<file path="src/inc/dmh_pkg.sv">
package dmh_pkg;

	// Register offsets
	localparam logic [3:0] REG_CMD = 4'h0;
	localparam logic [3:0] REG_MODE_LO = 4'h1;
	localparam logic [3:0] REG_MODE_HI = 4'h2;
	localparam logic [3:0] REG_CASC = 4'h3;
	localparam logic [3:0] REG_STATUS = 4'h4;
	localparam logic [3:0] REG_PREEMPT = 4'h5;
	localparam logic [3:0] REG_TIMEOUT = 4'h6;

	// Command register fields and reset values
	localparam int CMD_REQ_LOW_BIT = 6;
	localparam int CMD_ACK_LOW_BIT = 7;
	localparam logic [7:0] CMD_RST = 8'h00;
	localparam logic [15:0] MODE_RST = 16'h0000;
	localparam logic [7:0] CASC_RST = 8'h00;

	// Status register fields
	localparam int STAT_BUSY_BIT = 7;

	// Channels present: 0..3 and 5..7
	localparam logic [7:0] CH_MASK = 8'hEF;
	localparam logic [3:0] SLOT_BASE = 4'h8;

	// Timing types of a DMA channel
	localparam logic [1:0] TM_COMPAT = 2'h0;
	localparam logic [1:0] TM_TYPE_A = 2'h1;
	localparam logic [1:0] TM_TYPE_B = 2'h2;
	localparam logic [1:0] TM_BURST = 2'h3;

	// Bus clocks per transfer for each timing type
	localparam logic [7:0] LEN_COMPAT = 8'h08;
	localparam logic [7:0] LEN_TYPE_A = 8'h06;
	localparam logic [7:0] LEN_TYPE_B = 8'h04;
	localparam logic [7:0] LEN_BURST = 8'h01;

	// Clocks between request sample and ready sample, and cascade drop countdown
	localparam logic [7:0] LEAD_AB = 8'h02;
	localparam logic [7:0] LEAD_B = 8'h01;
	localparam logic [7:0] CASC_DROP = 8'h01;

	// Times and derived clock counts
	localparam int CLK_PERIOD_NS = 100;
	localparam int PREEMPT_NS = 4000;
	localparam int MREL_NS = 8000;
	localparam int PREEMPT_CYC = (PREEMPT_NS + CLK_PERIOD_NS - 1) /
		CLK_PERIOD_NS;
	localparam int MREL_CYC = MREL_NS / CLK_PERIOD_NS;

	// Arbiter states
	typedef enum logic [2:0] {
		ST_IDLE,
		ST_DMA,
		ST_CASC,
		ST_CDROP,
		ST_MST,
		ST_MPRE,
		ST_MEND
	} dmh_state_t;

	// Register port request
	typedef struct packed {
		logic [3:0] addr;
		logic [7:0] wdata;
		logic wr;
		logic rd;
	} dmh_reg_req_t;

endpackage : dmh_pkg

</file>
<file path="src/verilog/dmh_req_sync.sv">
`timescale 1ns/1ns
module dmh_req_sync import dmh_pkg::*; #(
	parameter int W = 8
) (
	// Clock and reset
	input wire logic sys_clk_i,
	input wire logic rst_i,
	// Asynchronous levels in, synchronised levels out
	input wire logic [W-1:0] async_i,
	output logic [W-1:0] sync_o
);

	typedef struct packed {
		logic [W-1:0] s1;
		logic [W-1:0] s2;
	} dmh_sync_st_t;

	dmh_sync_st_t st_r;
	dmh_sync_st_t st_nxt;

	// Two flops; only the second stage is read outside
	always_comb begin
		st_nxt = st_r;
		st_nxt.s1 = async_i;
		st_nxt.s2 = st_r.s1;
	end

	// State register
	always_ff @(posedge sys_clk_i or posedge rst_i) begin
		if (rst_i) begin
			st_r <= '0;
		end else begin
			st_r <= st_nxt;
		end
	end

	assign sync_o = st_r.s2;

endmodule : dmh_req_sync

</file>
<file path="src/verilog/dmh_arbiter.sv">
// Our own choices: the plain strobed port and the placing of the registers.
`timescale 1ns/1ns
// Behaviour
// - Seven DMA request inputs and acknowledge outputs
// - Command bit 6 selects request polarity
// - Request assertion synchronised before use
// - Cascade request sampled two clocks before release
// - Compat/A sample two clocks before ready
// - Type B sample one clock before ready
// - Burst sample right after address change
// - Command bit 7 selects acknowledge polarity
// - Non-compatible channel preempted after 4 us
// - Preempted channel resumes when winning again
// - Acknowledges inactive during reset
// - Six active-low synchronous master requests
// - Last cycle end seen on cycle-in-progress
// - Master acknowledge held until request inactive
// - Acknowledge withdrawn early; 8 us release limit
module dmh_arbiter import dmh_pkg::*; (
	// Clock and reset
	input wire logic sys_clk_i,
	input wire logic rst_i,
	// Register port
	input wire dmh_reg_req_t reg_req_i,
	output logic [7:0] reg_rdata_o,
	// DMA request and acknowledge, bit 4 unused
	input wire logic [7:0] dreq_i,
	output logic [7:0] dack_o,
	// Transfer timing
	input wire logic dma_ready_i,
	output logic addr_strobe_o,
	// Slot master request and acknowledge
	input wire logic [5:0] mreq_n_i,
	output logic [5:0] mack_n_o,
	input wire logic cycle_in_progress_n_i
);

	typedef struct packed {
		logic [7:0] cmd;
		logic [15:0] mode;
		logic [7:0] casc;
		logic [7:0] pre;
		logic [5:0] tmo;
		dmh_state_t state;
		logic [3:0] owner;
		logic [7:0] cnt;
		logic [7:0] pcnt;
		logic endreq;
		// Preempted owner skips the next pick
		logic yld;
		logic [7:0] ack;
		logic [5:0] mack;
		logic [7:0] dack;
		logic [5:0] mack_n;
		logic addr_stb;
		logic [7:0] rdata;
	} dmh_st_t;

	dmh_st_t r;
	dmh_st_t n;

	logic [7:0] req_pol;
	logic [7:0] req_s;
	logic [7:0] req_raw;
	logic [13:0] pend;
	logic [13:0] own_mask;
	logic other;
	logic [4:0] win;

	// Timing type of one channel
	function automatic logic [1:0] mode_of(input logic [15:0] m,
		input logic [2:0] ch);
		mode_of = m[{ch, 1'b0} +: 2];
	endfunction : mode_of

	// Index of the ready-sampling clock in a transfer
	function automatic logic [7:0] last_idx(input logic [1:0] md);
		case (md)
			TM_COMPAT: last_idx = LEN_COMPAT - 8'h01;
			TM_TYPE_A: last_idx = LEN_TYPE_A - 8'h01;
			TM_TYPE_B: last_idx = LEN_TYPE_B - 8'h01;
			default: last_idx = LEN_BURST - 8'h01;
		endcase
	endfunction : last_idx

	// Index of the request-sampling clock in a transfer
	function automatic logic [7:0] samp_idx(input logic [1:0] md);
		case (md)
			TM_COMPAT: samp_idx = last_idx(md) - LEAD_AB;
			TM_TYPE_A: samp_idx = last_idx(md) - LEAD_AB;
			TM_TYPE_B: samp_idx = last_idx(md) - LEAD_B;
			default: samp_idx = 8'h00;
		endcase
	endfunction : samp_idx

	// Fixed priority pick, lowest index wins; bit 4 is found flag
	function automatic logic [4:0] pick(input logic [13:0] p);
		pick = 5'h00;
		for (int i = 13; i >= 0; i--) begin
			if (p[i]) begin
				pick = {1'b1, 4'(i)};
			end
		end
	endfunction : pick

	// Polarity applied ahead of the synchroniser
	assign req_pol = dreq_i ^ {8{r.cmd[CMD_REQ_LOW_BIT]}};
	assign req_raw = req_pol & CH_MASK;

	dmh_req_sync #(
		.W(8)
	) u_req_sync (
		.sys_clk_i(sys_clk_i),
		.rst_i(rst_i),
		.async_i(req_pol),
		.sync_o(req_s)
	);

	// Pending requests in priority order and rivals of the owner
	assign pend = {~mreq_n_i, req_s & CH_MASK};
	assign own_mask = 14'(14'h0001 << r.owner);
	assign other = |(pend & ~own_mask);
	// A channel that was just preempted sits out one arbitration,
	// otherwise its fixed priority would hand it the bus straight back
	assign win = pick(r.yld ? (pend & ~own_mask) : pend);

	// Next state
	always_comb begin
		logic [1:0] md;
		logic [2:0] ch;
		logic [2:0] slot;
		logic smp;
		logic endq;
		logic pexp;
		md = 2'h0;
		ch = r.owner[2:0];
		slot = 3'(r.owner - SLOT_BASE);
		smp = 1'b0;
		endq = 1'b0;
		pexp = 1'b0;
		n = r;
		n.addr_stb = 1'b0;
		n.rdata = 8'h00;

		// Register writes; clears come first so that sets below win
		if (reg_req_i.wr) begin
			case (reg_req_i.addr)
				REG_CMD: n.cmd = reg_req_i.wdata;
				REG_MODE_LO: n.mode[7:0] = reg_req_i.wdata;
				REG_MODE_HI: n.mode[15:10] = reg_req_i.wdata[5:0];
				REG_CASC: n.casc = reg_req_i.wdata & CH_MASK;
				REG_PREEMPT: n.pre = r.pre & ~reg_req_i.wdata;
				REG_TIMEOUT: n.tmo = r.tmo & ~reg_req_i.wdata[5:0];
				default: n.cmd = r.cmd;
			endcase
		end

		// Register reads, answered next cycle
		if (reg_req_i.rd) begin
			case (reg_req_i.addr)
				REG_CMD: n.rdata = r.cmd;
				REG_MODE_LO: n.rdata = r.mode[7:0];
				REG_MODE_HI: n.rdata = {2'h0, r.mode[15:10]};
				REG_CASC: n.rdata = r.casc;
				REG_STATUS: n.rdata = {r.state != ST_IDLE, 3'h0,
					r.owner};
				REG_PREEMPT: n.rdata = r.pre;
				REG_TIMEOUT: n.rdata = {2'h0, r.tmo};
				default: n.rdata = 8'h00;
			endcase
		end

		// Arbitration and handshake
		case (r.state)
			ST_IDLE: begin
				// The sit-out lasts one idle cycle only
				n.yld = 1'b0;
				if (win[4]) begin
					n.owner = win[3:0];
					n.cnt = 8'h00;
					n.pcnt = 8'h00;
					n.endreq = 1'b0;
					if (win[3:0] < SLOT_BASE) begin
						n.ack[win[2:0]] = 1'b1;
						if (r.casc[win[2:0]]) begin
							n.state = ST_CASC;
						end else begin
							n.state = ST_DMA;
							n.addr_stb = 1'b1;
						end
					end else begin
						n.mack[3'(win[3:0] - SLOT_BASE)] = 1'b1;
						n.state = ST_MST;
					end
				end
			end
			ST_DMA: begin
				md = mode_of(r.mode, ch);
				// Preemption clock runs while a rival waits; it stays at zero for compatible timing
				if (!other || md == TM_COMPAT) begin
					n.pcnt = 8'h00;
				end else if (r.pcnt != 8'(PREEMPT_CYC)) begin
					n.pcnt = r.pcnt + 8'h01;
				end
				pexp = (r.pcnt == 8'(PREEMPT_CYC));
				if (r.cnt == samp_idx(md)) begin
					// Burst requests are already synchronous
					smp = (md == TM_BURST) ? req_raw[ch] : req_s[ch];
					endq = !smp;
				end
				endq = endq | r.endreq;
				n.endreq = endq;
				if (r.cnt == last_idx(md)) begin
					if (dma_ready_i) begin
						if (endq || pexp) begin
							n.ack[ch] = 1'b0;
							n.state = ST_IDLE;
							if (!endq) begin
								n.pre[ch] = 1'b1;
								// Rival gets the next arbitration
								n.yld = 1'b1;
							end
						end else begin
							n.cnt = 8'h00;
							n.addr_stb = 1'b1;
						end
					end
				end else begin
					n.cnt = r.cnt + 8'h01;
				end
			end
			ST_CASC: begin
				if (!req_s[ch]) begin
					n.cnt = CASC_DROP;
					n.state = ST_CDROP;
				end
			end
			ST_CDROP: begin
				if (r.cnt == 8'h00) begin
					n.ack[ch] = 1'b0;
					n.state = ST_IDLE;
				end else begin
					n.cnt = r.cnt - 8'h01;
				end
			end
			ST_MST: begin
				if (mreq_n_i[slot]) begin
					n.mack[slot] = 1'b0;
					n.state = ST_MEND;
				end else if (other) begin
					n.mack[slot] = 1'b0;
					n.pcnt = 8'h00;
					n.state = ST_MPRE;
				end
			end
			ST_MPRE: begin
				n.pcnt = r.pcnt + 8'h01;
				if (mreq_n_i[slot]) begin
					n.state = ST_MEND;
				end else if (r.pcnt == 8'(MREL_CYC - 1)) begin
					n.tmo[slot] = 1'b1;
					n.state = ST_MEND;
				end
			end
			ST_MEND: begin
				if (!cycle_in_progress_n_i) begin
					n.state = ST_IDLE;
				end
			end
			default: n.state = ST_IDLE;
		endcase

		// Output levels
		n.dack = (n.ack & CH_MASK) ^ {8{n.cmd[CMD_ACK_LOW_BIT]}};
		n.mack_n = ~n.mack;
	end

	// State register; reset leaves every acknowledge inactive
	always_ff @(posedge sys_clk_i or posedge rst_i) begin
		if (rst_i) begin
			r <= '0;
			r.mack_n <= '1;
		end else begin
			r <= n;
		end
	end

	// Outputs straight from flops
	assign reg_rdata_o = r.rdata;
	assign dack_o = r.dack;
	assign addr_strobe_o = r.addr_stb;
	assign mack_n_o = r.mack_n;

endmodule : dmh_arbiter

</file>
<file path="config.mk">
export PLATFORM = sky130hd
export DESIGN_NAME = dmh_arbiter
export DESIGN_NICKNAME = d
export VERILOG_FILES = /design/src/inc/dmh_pkg.sv /design/src/verilog/dmh_req_sync.sv /design/src/verilog/dmh_arbiter.sv
export SDC_FILE = /design/constraint.sdc
export NUM_CORES = 1
export LEC_CHECK = 0
export BUFFER_PORTS_ARGS = -buffer_cell sky130_fd_sc_hd__buf_4
export CAP_MARGIN = 10
export CORE_UTILIZATION = 35
export CTS_CLUSTER_SIZE = 40
export DETAILED_ROUTE_END_ITERATION = 10
export GPL_ROUTABILITY_DRIVEN = 1
export GPL_TIMING_DRIVEN = 0
export PLACE_DENSITY = 0.58
export SLEW_MARGIN = 5
export SYNTH_ARGS = -nofsm -noshare
export SYNTH_HDL_FRONTEND = slang
export SYNTH_HIERARCHICAL = 1
export SYNTH_SLANG_ARGS = --single-unit
</file>
<file path="constraint.sdc">
create_clock -name sys_clk_i -period 3.6 [get_ports sys_clk_i]
set_input_delay 0.36 -clock sys_clk_i [delete_from_list [all_inputs] [get_ports sys_clk_i]]
set_output_delay 0.36 -clock sys_clk_i [all_outputs]
set_load 0.05 [all_outputs]
</file>
== Word level (Yosys, flattened, before mapping) ==
Cells that the tools add are included.
Widths: inputs -> output; s select.

* Bits of input ports: 32
* Output and inout port bits: 23
* Register bits after elaboration: 121

* Multiplexer cells: 104
* $lt $le $gt $ge: 9
* Shift operators: 2
* Bitwise gates (word level): 19
* Equal/unequal tests: 37
* Reductions and logical operators: 29
* $add $sub $neg: 8

{| class="wikitable"
|+ Operators with widths
! kind !! number
|-
| $mux 8 || 27
|-
| $mux 5 || 14
|-
| $pmux 8 s4 || 2
|-
| $mux 14 || 4
|-
| $pmux 8 s7 || 1
|-
| $pmux 8 s3 || 2
|-
| $mux 6 || 7
|-
| $mux 9 || 4
|-
| $mux 3 || 10
|-
| $mux 24 || 1
|-
| $ne 2x2->1 const B || 12
|-
| $not 6->6 || 4
|-
| $pmux 3 s7 || 1
|-
| $mux 1 || 18
|-
| $add 8x1->8 const B || 2
|-
| $and 8x8->8 || 2
|-
| $eq 8x8->1 || 2
|-
| $lt 3x4->1 const B || 4
|-
| $not 8->8 || 2
|-
| $or 8x8->8 || 2
|-
| $shiftx 16x5->2 || 1
|-
| $sub 8x1->8 const B || 2
|-
| $sub 8x2->8 const B || 2
|-
| $xor 8x8->8 || 2
|-
| 44 further kinds || 80
|}

== Logic depth before layout (Yosys ltp) ==
Gate-level depths: netlist of run 1.

* Depth in word-level cells: 28
* Mapped depth: 17
* Mapped depth without buffers: 15

== Hierarchy ==
Netlist of run 1, hierarchy kept.

{| class="wikitable"
|+ Modules (own cells, without submodules)
! module !! cells an instance !! seq. area each (um^2) !! area an instance (um^2) !! instances
|-
| dmh_arbiter || 672 || 2585.0 || 6537.5 || 1
|-
| dmh_req_sync || 17 || 400.4 || 404.1 || 1
|}

== Worst setup path before layout of run 1 ==
No wires, ideal clock.

* Kind: register to register
* Start: register r[55] (netlist name)
* End: register r[60] (netlist name)
* Setup slack: -0.216 ns
* Clock period less this slack: 3.816 ns
* Stages on the path, launching flop included: 16
* Path buffers: 4
* Arrival time: 3.687 ns
* Cells stage by stage: dfrtp_1 > buf_4 > buf_2 > clkbuf_1 > clkbuf_1 > o211a_1 > inv_1 > ha_1 > or4b_1 > a21oi_1 > o21ai_1 > o21ai_1 > nand3_1 > nor4_1 > nor2_1 > a2111o_1

* Longest elaborated chain between the ends: 24
* Elaborated cells between the ends (all ways): 59

{| class="wikitable"
|+ RTL lines
! what !! line !! source
|-
| start: declaration || dmh_arbiter.sv:59 || <nowiki>dmh_st_t r;</nowiki>
|-
| start signal: assignment || dmh_arbiter.sv:284 || <nowiki>r <= n;</nowiki>
|-
| $shl 1x4->14 || dmh_arbiter.sv:121 || <nowiki>assign own_mask = 14'(14'h0001 << r.owner);</nowiki>
|-
| $not 14->14 || dmh_arbiter.sv:122, dmh_arbiter.sv:125 ||
|-
| $and 14x14->14 || dmh_arbiter.sv:122, dmh_arbiter.sv:125 ||
|-
| $mux 14 || dmh_arbiter.sv:125 || <nowiki>assign win = pick(r.yld ? (pend & ~own_mask) : pend);</nowiki>
|-
| $mux 5 (14 in series) || dmh_arbiter.sv:100 || <nowiki>if (p[i]) begin</nowiki>
|-
| $bmux 1 s3 || dmh_arbiter.sv:185 || <nowiki>if (r.casc[win[2:0]]) begin</nowiki>
|-
| $mux 1 (implied by the code) || dmh_arbiter.sv:185 ||
|-
| $mux 2 || dmh_arbiter.sv:185 ||
|-
| $mux 3 || dmh_arbiter.sv:183 || <nowiki>if (win[3:0] < SLOT_BASE) begin</nowiki>
|-
| $mux 24 || dmh_arbiter.sv:178 || <nowiki>if (win[4]) begin</nowiki>
|-
| $pmux 3 s7 || dmh_arbiter.sv:174 || <nowiki>case (r.state)</nowiki>
|}

Several ways; a longest one is shown, not always the timed one. The select of a mux whose other input is x is not followed.
A chain may end at the register's enable or synchronous reset.

== Final worst setup path of run 1 ==
* Start: register r[55] (netlist name)
* End: register r[57] (netlist name)

* Longest elaborated chain between the ends: 19

{| class="wikitable"
|+ RTL lines
! what !! line
|-
| $shl 1x4->14 (*) || dmh_arbiter.sv:121
|-
| $not 14->14 (*) || dmh_arbiter.sv:125
|-
| $and 14x14->14 (*) || dmh_arbiter.sv:125
|-
| $mux 14 (*) || dmh_arbiter.sv:125
|-
| $mux 5 (13 in series) || dmh_arbiter.sv:100
|-
| $mux 5 (*) || dmh_arbiter.sv:100
|-
| $reduce_and 2->1 (no source line) || -
|}

Mark *: on every way between the ends. The rest lies on a longest branch, timed or not.

==> results of run 1 <==
[cells by family after synthesis]
family | after synthesis | synth area share
compound gates | 183 | 0.192
xor+xnor | 22 | 0.0288
fa+ha+maj | 8 | 0.0144
buf+inv | 75 | 0.0580
flops | 119 | 0.430
mux | 56 | 0.0970
simple gates | 226 | 0.180
[flip-flops by register name (all words and copies together) (netlist names), named ones only]
register	flops
dack_o	8
r	74
mack_n_o	6
u_req_sync/st_nxt	8
reg_rdata_o	8
addr_strobe_o	1
u_req_sync/sync_o	8
[through the flow]
step                power (uW)  cells  hold WS (ps)  setup TNS [ps]  setup WS [ps]
floorplan                 3920    689           274               0           11.9
global placement          4680   1006           333         -133430          -1190
detailed placement        4700   1007           312          -37550          -1190
CTS                       6920   1066          90.2               0           23.8
global route              7600   1077           103           -1470           -135
finish                    7220   1077          97.9           -23.5          -14.3
[cells in the final DEF (no fill, tap or decap), types with 8 or more instances in the layout]
cell type / instances
nand3_1: 18
clkbuf_16: 19
nand2b_1: 11
nand2_1: 59
nor3_1: 10
mux2_2: 38
clkbuf_1: 13
a22oi_1: 10
a21o_1: 8
mux2i_1: 10
nor2_1: 40
a21oi_1: 29
nor2b_1: 12
xnor2_1: 12
a22o_1: 12
dfrtp_1: 110
o21ai_0: 20
xor2_1: 9
buf_4: 109
and3_1: 13
buf_6: 8
o21ai_1: 11
inv_1: 20
[routing by layer]
| layer | vias to the layer above | track usage | wire length (um) |
|---|---|---|---|
| met4 | 0 | 0.0883 | 589 |
| li1 | 2762 | - | - |
| met1 | 2870 | 0.297 | 9670 |
| met2 | 218 | 0.310 | 9040 |
| met5 | - | 0 | 0 |
| met3 | 42 | 0.0419 | 1160 |
[timing repair]
action | in CTS | in global routing
pin swaps | 13 | 15
gates cloned | 0 | 1
endpoints found under the hold margin | 14 | 0
resized for setup | 51 | 34
hold buffers | 1 | 0
setup buffers | 28 | 10
endpoints found under the setup margin | 39 | 35
[critical path, delay by kind of cell, from the launching register on]
kind	cells	cell delay (ps)
buf+inv	5	640
flops	1	420
simple gates	4	830
fa+ha+maj	1	150
compound gates	3	380
mux	3	1060
[final cells by class]
cell class                      count  area, sq um
Buffer                             48          375
Clock buffer                       21          460
Clock inverter                     11         98.8
Fill cell                        1872        10500
Inverter                           25          105
Multi-Input combinational cell    496         3850
Sequential cell                   119         2990
Tap cell                          265          332
Timing Repair Buffer               92          732
[power breakdown]
| group | total, uW | switching (uW) | leakage [uW] | internal, uW |
|---|---|---|---|---|
| clock | 1650 | 662 | 0.000270 | 983 |
| combinational | 3710 | 2080 | 0.00208 | 1630 |
| sequential | 1870 | 233 | 0.00150 | 1630 |
| total | 7220 | 2980 | 0.00385 | 4240 |
[final timing paths]
| kind | cells past startpoint | to | from | slack, ps |
|---|---|---|---|---|
| max | 16 | r[57] | r[55] | -10 |
| max reg2reg | 16 | r[57] | r[55] | -10 |
| min | 2 | u_req_sync/st_nxt[4] | dreq_i[4] | 100 |
| max in group asynchronous | 4 | mack_n_o[2] | rst_i | 2480 |
| min in group asynchronous | 3 | r[38] | rst_i | 400 |
| min reg2reg | 0 | u_req_sync/sync_o[7] | u_req_sync/st_nxt[7] | 350 |
==> flow_summary.json, run 1 <==
{
  "fmax_mhz": 277,
  "grt_pass1_vias": 5727,
  "grt_first_pass_wirelength_um": 31900,
  "rows": 51,
  "die_height_um": 143,
  "synth_commonest_cells": "dfrtp_1, nand2_1, nor2_1",
  "drv_slew": 0,
  "syn_nets": 729,
  "min-delay-path-class": "in -> reg",
  "yosysWarnings": 6,
  "cts_tree": "yes",
  "synth_most_common_cell": "dfrtp_1",
  "syn_area_per_cell_sq_um": 10.1,
  "p_per_area_nw_per_um2": 807,
  "clock-root-buffer": "clkbuf_16",
  "synth_cell_types": 87,
  "vias": 5892,
  "gp_congestion": 0.889,
  "fin_nets": 839,
  "synthTopCellsByArea": "dfrtp_1, mux2_2, nand2_1",
  "required_ps": 3920,
  "htreeDepth": 4,
  "leakagePower_uw": 0.00385,
  "clock_latency_ps": 440,
  "critPathLaunchType": "flop",
  "rsz0062_at_grt": "yes",
  "cts.sinks": 119,
  "setup_viol": 2,
  "grt_usage": 0.210,
  "hold_violations": 0,
  "final_antenna_net_count": 0,
  "synth_cells": 689,
  "max_slew_margin": 0.198,
  "fin_util": 0.460,
  "core_area_sq_um": 19500,
  "layout_min_cycle_time_ps": 3610,
  "io_pins": 55,
  "cap_violations": 0,
  "syn-cell-area_sq_um": 6940,
  "fin_area_sq_um": 8950,
  "end_kind": "flop",
  "vias_per_cell": 5.47,
  "drive_above_1_share": 0.329,
  "ir_drop_uv": 408,
  "synth_top_area_cell": "dfrtp_1",
  "arrival_ps": 3930,
  "path_cells": "buf_8 -> mux2i_1 -> mux4_2 -> inv_2 -> ha_4 -> o21bai_4 -> buf_4 -> buf_4 -> nor2_1 -> o21ai_4 -> nor2_4 -> buf_6 -> o311ai_4 -> nor3b_4 -> nor3b_4 -> mux2_4",
  "violations": "negative setup slack",
  "start_util": 0.357,
  "antenna_found_initial": 0,
  "synth_top_area_frac": 0.407,
  "criticalPathCategory": "reg -> reg",
  "drt_first_pass_iters": 5,
  "synth_async_sr_flop_share": 1.00,
  "period_share": 1.00,
  "ys_seq_area_frac": 0.430,
  "die_x_um": 143,
  "wl_per_cell_um": 19.0,
  "clk_path_buf_depth": 2,
  "port_buffers": 52,
  "wirelength_um": 20500,
  "cpMaxStageDelayCell": "mux4_2",
  "finClkSkew_ps": 15.6,
  "grt_max_degree": 90,
  "setup_ws_ps": -14.3,
  "synth_edf_count": 0,
  "synth_flop_cell": "dfrtp_1",
  "diodes": 0,
  "hpwlAfterDp_um": 14100,
  "cp_max_fo": 7,
  "crit_path_max_incr_delay_ps": 610,
  "drtIter0Drc": 551,
  "synth_seq_cells": 119,
  "worstMarginPinSlew_ps": 1190,
  "clk_pin_slew_ps": 60,
  "drcViolationCount": 0,
  "grt_overflow": 0,
  "cts_buffers": 17,
  "status": "complete, but fails checks",
  "placed_area_sq_um": 7700,
  "syn_to_final_growth_pct": 28.9,
  "die-area_sq_um": 20400
}
Power figures use the tool's default switching activity.
==> inputs of run 2 (changes only) <==
- TNS_END_PERCENT: unset -> 1
==> run 2 against run 1 <==
  * First-iteration DRC count increased by 4.5%
  * Combinational power down 2%
  * Highest routed layer unchanged
  * Sequential share of layout area is 0.22 points higher
  * Critical endpoint unchanged
  * Global-route usage unchanged
  * Via count grew 0.27%
  * Final cell count fell by 0.28%
  * Routed wire length shrank 0.62%
  * Critical path type unchanged
  * The run still ends with negative setup slack left
  * Fmax decreased by 0.63%
  * Clock skew is 6.3 ps lower
==> flow_summary.json, run 2 (synthesized netlist as in run 1, its figures left out) <==
{
  "violations": "negative setup slack",
  "placed_area_sq_um": 7700,
  "fin_nets": 836,
  "die-area_sq_um": 20400,
  "cp_max_fo": 4,
  "nFillCells": 1877,
  "cts_tree": "yes",
  "clock_latency_ps": 430,
  "grt_pass1_vias": 5727,
  "final_cell_mix": "dfrtp_1, buf_4, nand2_1",
  "rows": 51,
  "drcViolationCount": 0,
  "grt_usage": 0.210,
  "die_height_um": 143,
  "hpwlAfterDp_um": 14100,
  "io_pins": 55,
  "core_area_sq_um": 19500,
  "multi_input_area_sq_um": 3820,
  "drive_above_1_share": 0.321,
  "regToRegStartpoint": "r[56]",
  "fmax_mhz": 275,
  "antenna_found_initial": 0,
  "wirelength_um": 20300,
  "fin_area_sq_um": 8890,
  "rsz0062_at_grt": "yes",
  "final_antenna_net_count": 0,
  "worstMarginPinSlew_ps": 1230,
  "cts_buffers": 17,
  "largest_reg_flops": 74,
  "clock-root-buffer": "clkbuf_16",
  "die_x_um": 143,
  "hold_violations": 0,
  "seqCellArea_sq_um": 2990,
  "grt_max_degree": 90,
  "vias_per_cell": 5.50,
  "cap_violations": 0,
  "dpl.cell_count": 1007,
  "drt_first_pass_iters": 5,
  "end_kind": "flop",
  "gp_congestion": 0.889,
  "vias": 5908,
  "finClkSkew_ps": 9.38,
  "start_util": 0.357,
  "arrival_ps": 3950,
  "grt_first_pass_wirelength_um": 31900,
  "fin_util": 0.457,
  "criticalPathCategory": "reg -> reg",
  "critPathLaunchType": "flop",
  "pre_cts_ws_ps": -1190,
  "final_cell_count_no_fill": 1074,
  "setup_ws_ps": -37.1,
  "max_slew_margin": 0.171,
  "required_ps": 3910,
  "crit_start": "r[56]",
  "setup_viol": 10,
  "setup-tns-final_ps": -158,
  "clk_path_buf_depth": 2,
  "layout_min_cycle_time_ps": 3640,
  "grt_overflow": 0,
  "drv_slew": 0,
  "period_share": 1.01,
  "status": "complete, but fails checks",
  "clk_pin_slew_ps": 60,
  "diodes": 0,
  "regMostFlops": "r",
  "min-delay-path-class": "in -> reg",
  "port_buffers": 52,
  "wl_per_cell_um": 18.9,
  "syn_to_final_growth_pct": 28.0,
  "ir_drop_uv": 416,
  "htreeDepth": 4,
  "p_per_area_nw_per_um2": 805,
  "cts.sinks": 119,
  "drtIter0Drc": 576,
  "hold_start": "dreq_i[4]",
  "leakagePower_uw": 0.00383,
  "layout_commonest_cell": "dfrtp_1"
}
==> run 2: cell types whose count changed in the layout (fill, tap and decap cells not counted), sizes merged <==
cell / delta
buf: -3
==> run 2: per-layer routing <==
layer,vias up,wire length (um),global-route usage
li1,2765,-,-
met1,2907,9670,0.297
met2,190,9030,0.310
met3,46,1040,0.0419
met4,0,595,0.0883
met5,-,0,0
==> run 2: repair_timing <==
item,CTS,global route
hold buffers,1,0
cloned,0,1
pin swaps,13,14
gates resized for setup,51,27
endpoints found under the setup margin,39,35
buffers inserted,28,7
hold endpoints to repair,14,0
==> run 2: worst paths after layout <==
| check | end | slack, ps | cells past startpoint |
|---|---|---|---|
| max reg2reg | r[57] | -40 | 17 |
| min | u_req_sync/st_nxt[4] | 100 | 2 |
| min reg2reg | u_req_sync/sync_o[1] | 350 | 0 |
| min in group asynchronous | r[38] | 410 | 3 |
| max in group asynchronous | mack_n_o[3] | 2470 | 4 |
| max | r[57] | -40 | 17 |
==> run 2: per-stage QoR <==
| stage | hold slack (ps) | total power, uW |
|---|---|---|
| after floorplan | 274 | 3920 |
| after detailed placement | 312 | 4700 |
| final | 104 | 7160 |
| after global routing | 103 | 7550 |
| after CTS | 90.2 | 6920 |
| after global placement | 333 | 4680 |
==> run 2: critical path, cell delays in order, from the launching register on <==
cell      delay [ps]
dfrtp_2          440
buf_6            140
buf_4            130
inv_1            150
mux4_2           470
inv_2            150
ha_4             150
o21bai_4         120
buf_4            120
buf_4             90
nor2_1            50
o21ai_4          210
nor2_4            80
buf_6            130
o311ai_2          60
nor3b_4          290
nor3b_4          400
mux2_4           330
==> run 2: layout make-up <==
type / instances / area share
repair buffers: 89 / 0.0794
clock inverters: 11 / 0.0111
multi-input cells: 496 / 0.430
clock buffers: 21 / 0.0518
plain buffers: 48 / 0.0422
well taps: 265 / 0.0373
flip-flops and latches: 119 / 0.336
inverters: 25 / 0.0118
==> run 2: where the power goes <==
part           internal (uW)  switching, uW
combinational           1590           2060
clock                    984            657
sequential              1630            231
total                   4210           2950
==> inputs of run 3 (changes only) <==
- CELL_PAD_IN_SITES_DETAIL_PLACEMENT: unset -> 0
- CELL_PAD_IN_SITES_GLOBAL_PLACEMENT: unset -> 2
- PLACE_DENSITY: 0.58 -> 0.81
==> run 3 against run 2 <==
  * The flow finishes with violations (design-rule violations, negative setup slack)
  * Non-clock buffer count down 3
  * Core utilization about the same
  * Routed wire length up 4.8%
  * Sequential power about the same
  * Global-route usage up 1.1 points
  * Final area about the same
  * Critical path depth up 2
  * Die area unchanged
  * Via count up 1.7%
  * Clock power up 7%
  * Critical path type unchanged
==> flow_summary.json, run 3 (synthesized netlist as in run 1, its figures left out) <==
{
  "status": "complete, but fails checks",
  "violations": "design-rule violations, negative setup slack",
  "cap_violations": 0,
  "critPathLaunchType": "flop",
  "placed_area_sq_um": 7700,
  "port_buffers": 52,
  "grt_first_pass_wirelength_um": 33700,
  "final_antenna_net_count": 0,
  "drcViolationCount": 2,
  "seqCellArea_sq_um": 2990,
  "regMostFlops": "r",
  "use_met1": 0.299,
  "fin_area_sq_um": 8890,
  "wl_per_cell_um": 19.9,
  "min-delay-path-class": "in -> async",
  "die-area_sq_um": 20400,
  "largest_reg_flops": 74,
  "cts_tree": "yes",
  "diodes": 0,
  "layout_min_cycle_time_ps": 3670,
  "grt_max_degree": 60,
  "ir_drop_uv": 417,
  "leakagePower_uw": 0.00384,
  "drv_slew": 0,
  "drtIter0Drc": 654,
  "clk_pin_slew_ps": 60,
  "gp_congestion": 0.893,
  "grt_usage": 0.221,
  "rows": 51,
  "required_ps": 3930,
  "antenna_found_initial": 0,
  "layout_commonest_cell": "dfrtp_1",
  "fmax_mhz": 272,
  "setup-tns-final_ps": -273,
  "die_height_um": 143,
  "cts.sinks": 119,
  "syn_to_final_growth_pct": 28.0,
  "setup_ws_ps": -71.5,
  "setup_viol": 9,
  "grt_overflow": 0,
  "hold_violations": 0,
  "gr-usage-met2": 0.340,
  "grt_pass1_vias": 6036,
  "final_cell_mix": "dfrtp_1, buf_4, nand2_1",
  "end_kind": "flop",
  "drive_above_1_share": 0.319,
  "clk_path_buf_depth": 2,
  "cts_buffers": 17,
  "die_x_um": 143,
  "hold_buffers": 0,
  "htreeDepth": 4,
  "max_slew_margin": 0.189,
  "wirelength_um": 21300,
  "cp_max_fo": 10,
  "hpwlAfterDp_um": 14900,
  "io_pins": 55,
  "core_area_sq_um": 19500,
  "worstMarginPinSlew_ps": 1210,
  "nFillCells": 1827,
  "clock-root-buffer": "clkbuf_16",
  "drt_first_pass_iters": 10,
  "busiest_layer": "met2",
  "finClkSkew_ps": 8.91,
  "use_met3": 0.0500,
  "vias_per_cell": 5.61,
  "p_per_area_nw_per_um2": 826,
  "start_util": 0.357,
  "vias": 6008,
  "fin_nets": 833,
  "multi_input_area_sq_um": 3790,
  "criticalPathCategory": "reg -> reg",
  "rsz0062_at_grt": "yes",
  "arrival_ps": 4000,
  "clock_latency_ps": 420,
  "period_share": 1.02
}
[run 3: cell types whose count changed in the layout (fill, tap and decap cells not counted), moves of 4 or more]
cell	before	now
buf_4	107	102
o21ai_1	12	17
clkinv_2	4	0
o21ai_0	20	16
[run 3: report_power, final]
| group | internal, uW | total, uW | leakage [uW] | switching (uW) |
|---|---|---|---|---|
| Combinational | 1610 | 3720 | 0.00204 | 2110 |
| Sequential | 1630 | 1860 | 0.00150 | 229 |
| Clock | 1080 | 1760 | 0.000299 | 681 |
| Total | 4320 | 7340 | 0.00384 | 3020 |
[run 3: cell type report]
cell class,count,share of cell area
inverter,25,0.0111
clock buffer,19,0.0510
sequential,119,0.336
timing repair buffer,86,0.0789
multi-input combinational,496,0.426
buffer,48,0.0413
tap,265,0.0373
clock inverter,13,0.0180
[run 3: per-stage QoR]
step	cells	hold WS, ps	setup WS, ps	total power, uW	util
4_1_cts	1068	42.2	-99.5	7160	0.451
2_1_floorplan	689	274	11.9	3920	-
6_report	1071	29.6	-71.5	7340	0.457
3_3_place_gp	1006	335	-1240	4700	0.394
5_1_grt	1071	74.0	-202	7720	0.457
3_5_place_dp	1007	336	-1270	4750	0.396
[run 3: timing repair]
action	4_1_cts	5_1_grt
pin swaps	16	13
resized for setup	53	22
setup endpoints to repair	39	34
gates cloned	1	0
setup buffers	30	3
[run 3: layer usage]
| metal | routed length [um] | share of wire |
|---|---|---|
| met1 | 9610 | 0.45 |
| met2 | 9870 | 0.46 |
| met3 | 1260 | 0.059 |
| met4 | 575 | 0.027 |
| met5 | 0 | 0 |
[run 3: worst paths after layout]
| path | end | cells after the start | slack [ps] | from |
|---|---|---|---|---|
| min | u_req_sync/st_nxt[2] | 2 | 30 | rst_i |
| max reg2reg | r[47] | 19 | -70 | r[56] |
| max in group asynchronous | mack_n_o[4] | 3 | 2810 | rst_i |
| min reg2reg | u_req_sync/sync_o[6] | 0 | 350 | u_req_sync/st_nxt[6] |
| max | r[47] | 19 | -70 | r[56] |
| min in group sys_clk_i | u_req_sync/st_nxt[4] | 2 | 110 | dreq_i[4] |
[run 3: critical path, cell delays in order, from the launching register on]
cell      delay (ps)
dfrtp_2          440
buf_6            140
buf_6            150
mux2i_1          150
o21ai_1          130
nand2_1           80
o211a_4          170
buf_6            130
buf_6            110
ha_4             160
or4b_4           520
a21oi_4          150
o21ai_2           80
nor2_2           130
buf_4            150
o311ai_2          90
nor3b_4          190
nor3b_4          190
buf_4            180
a311oi_2         240
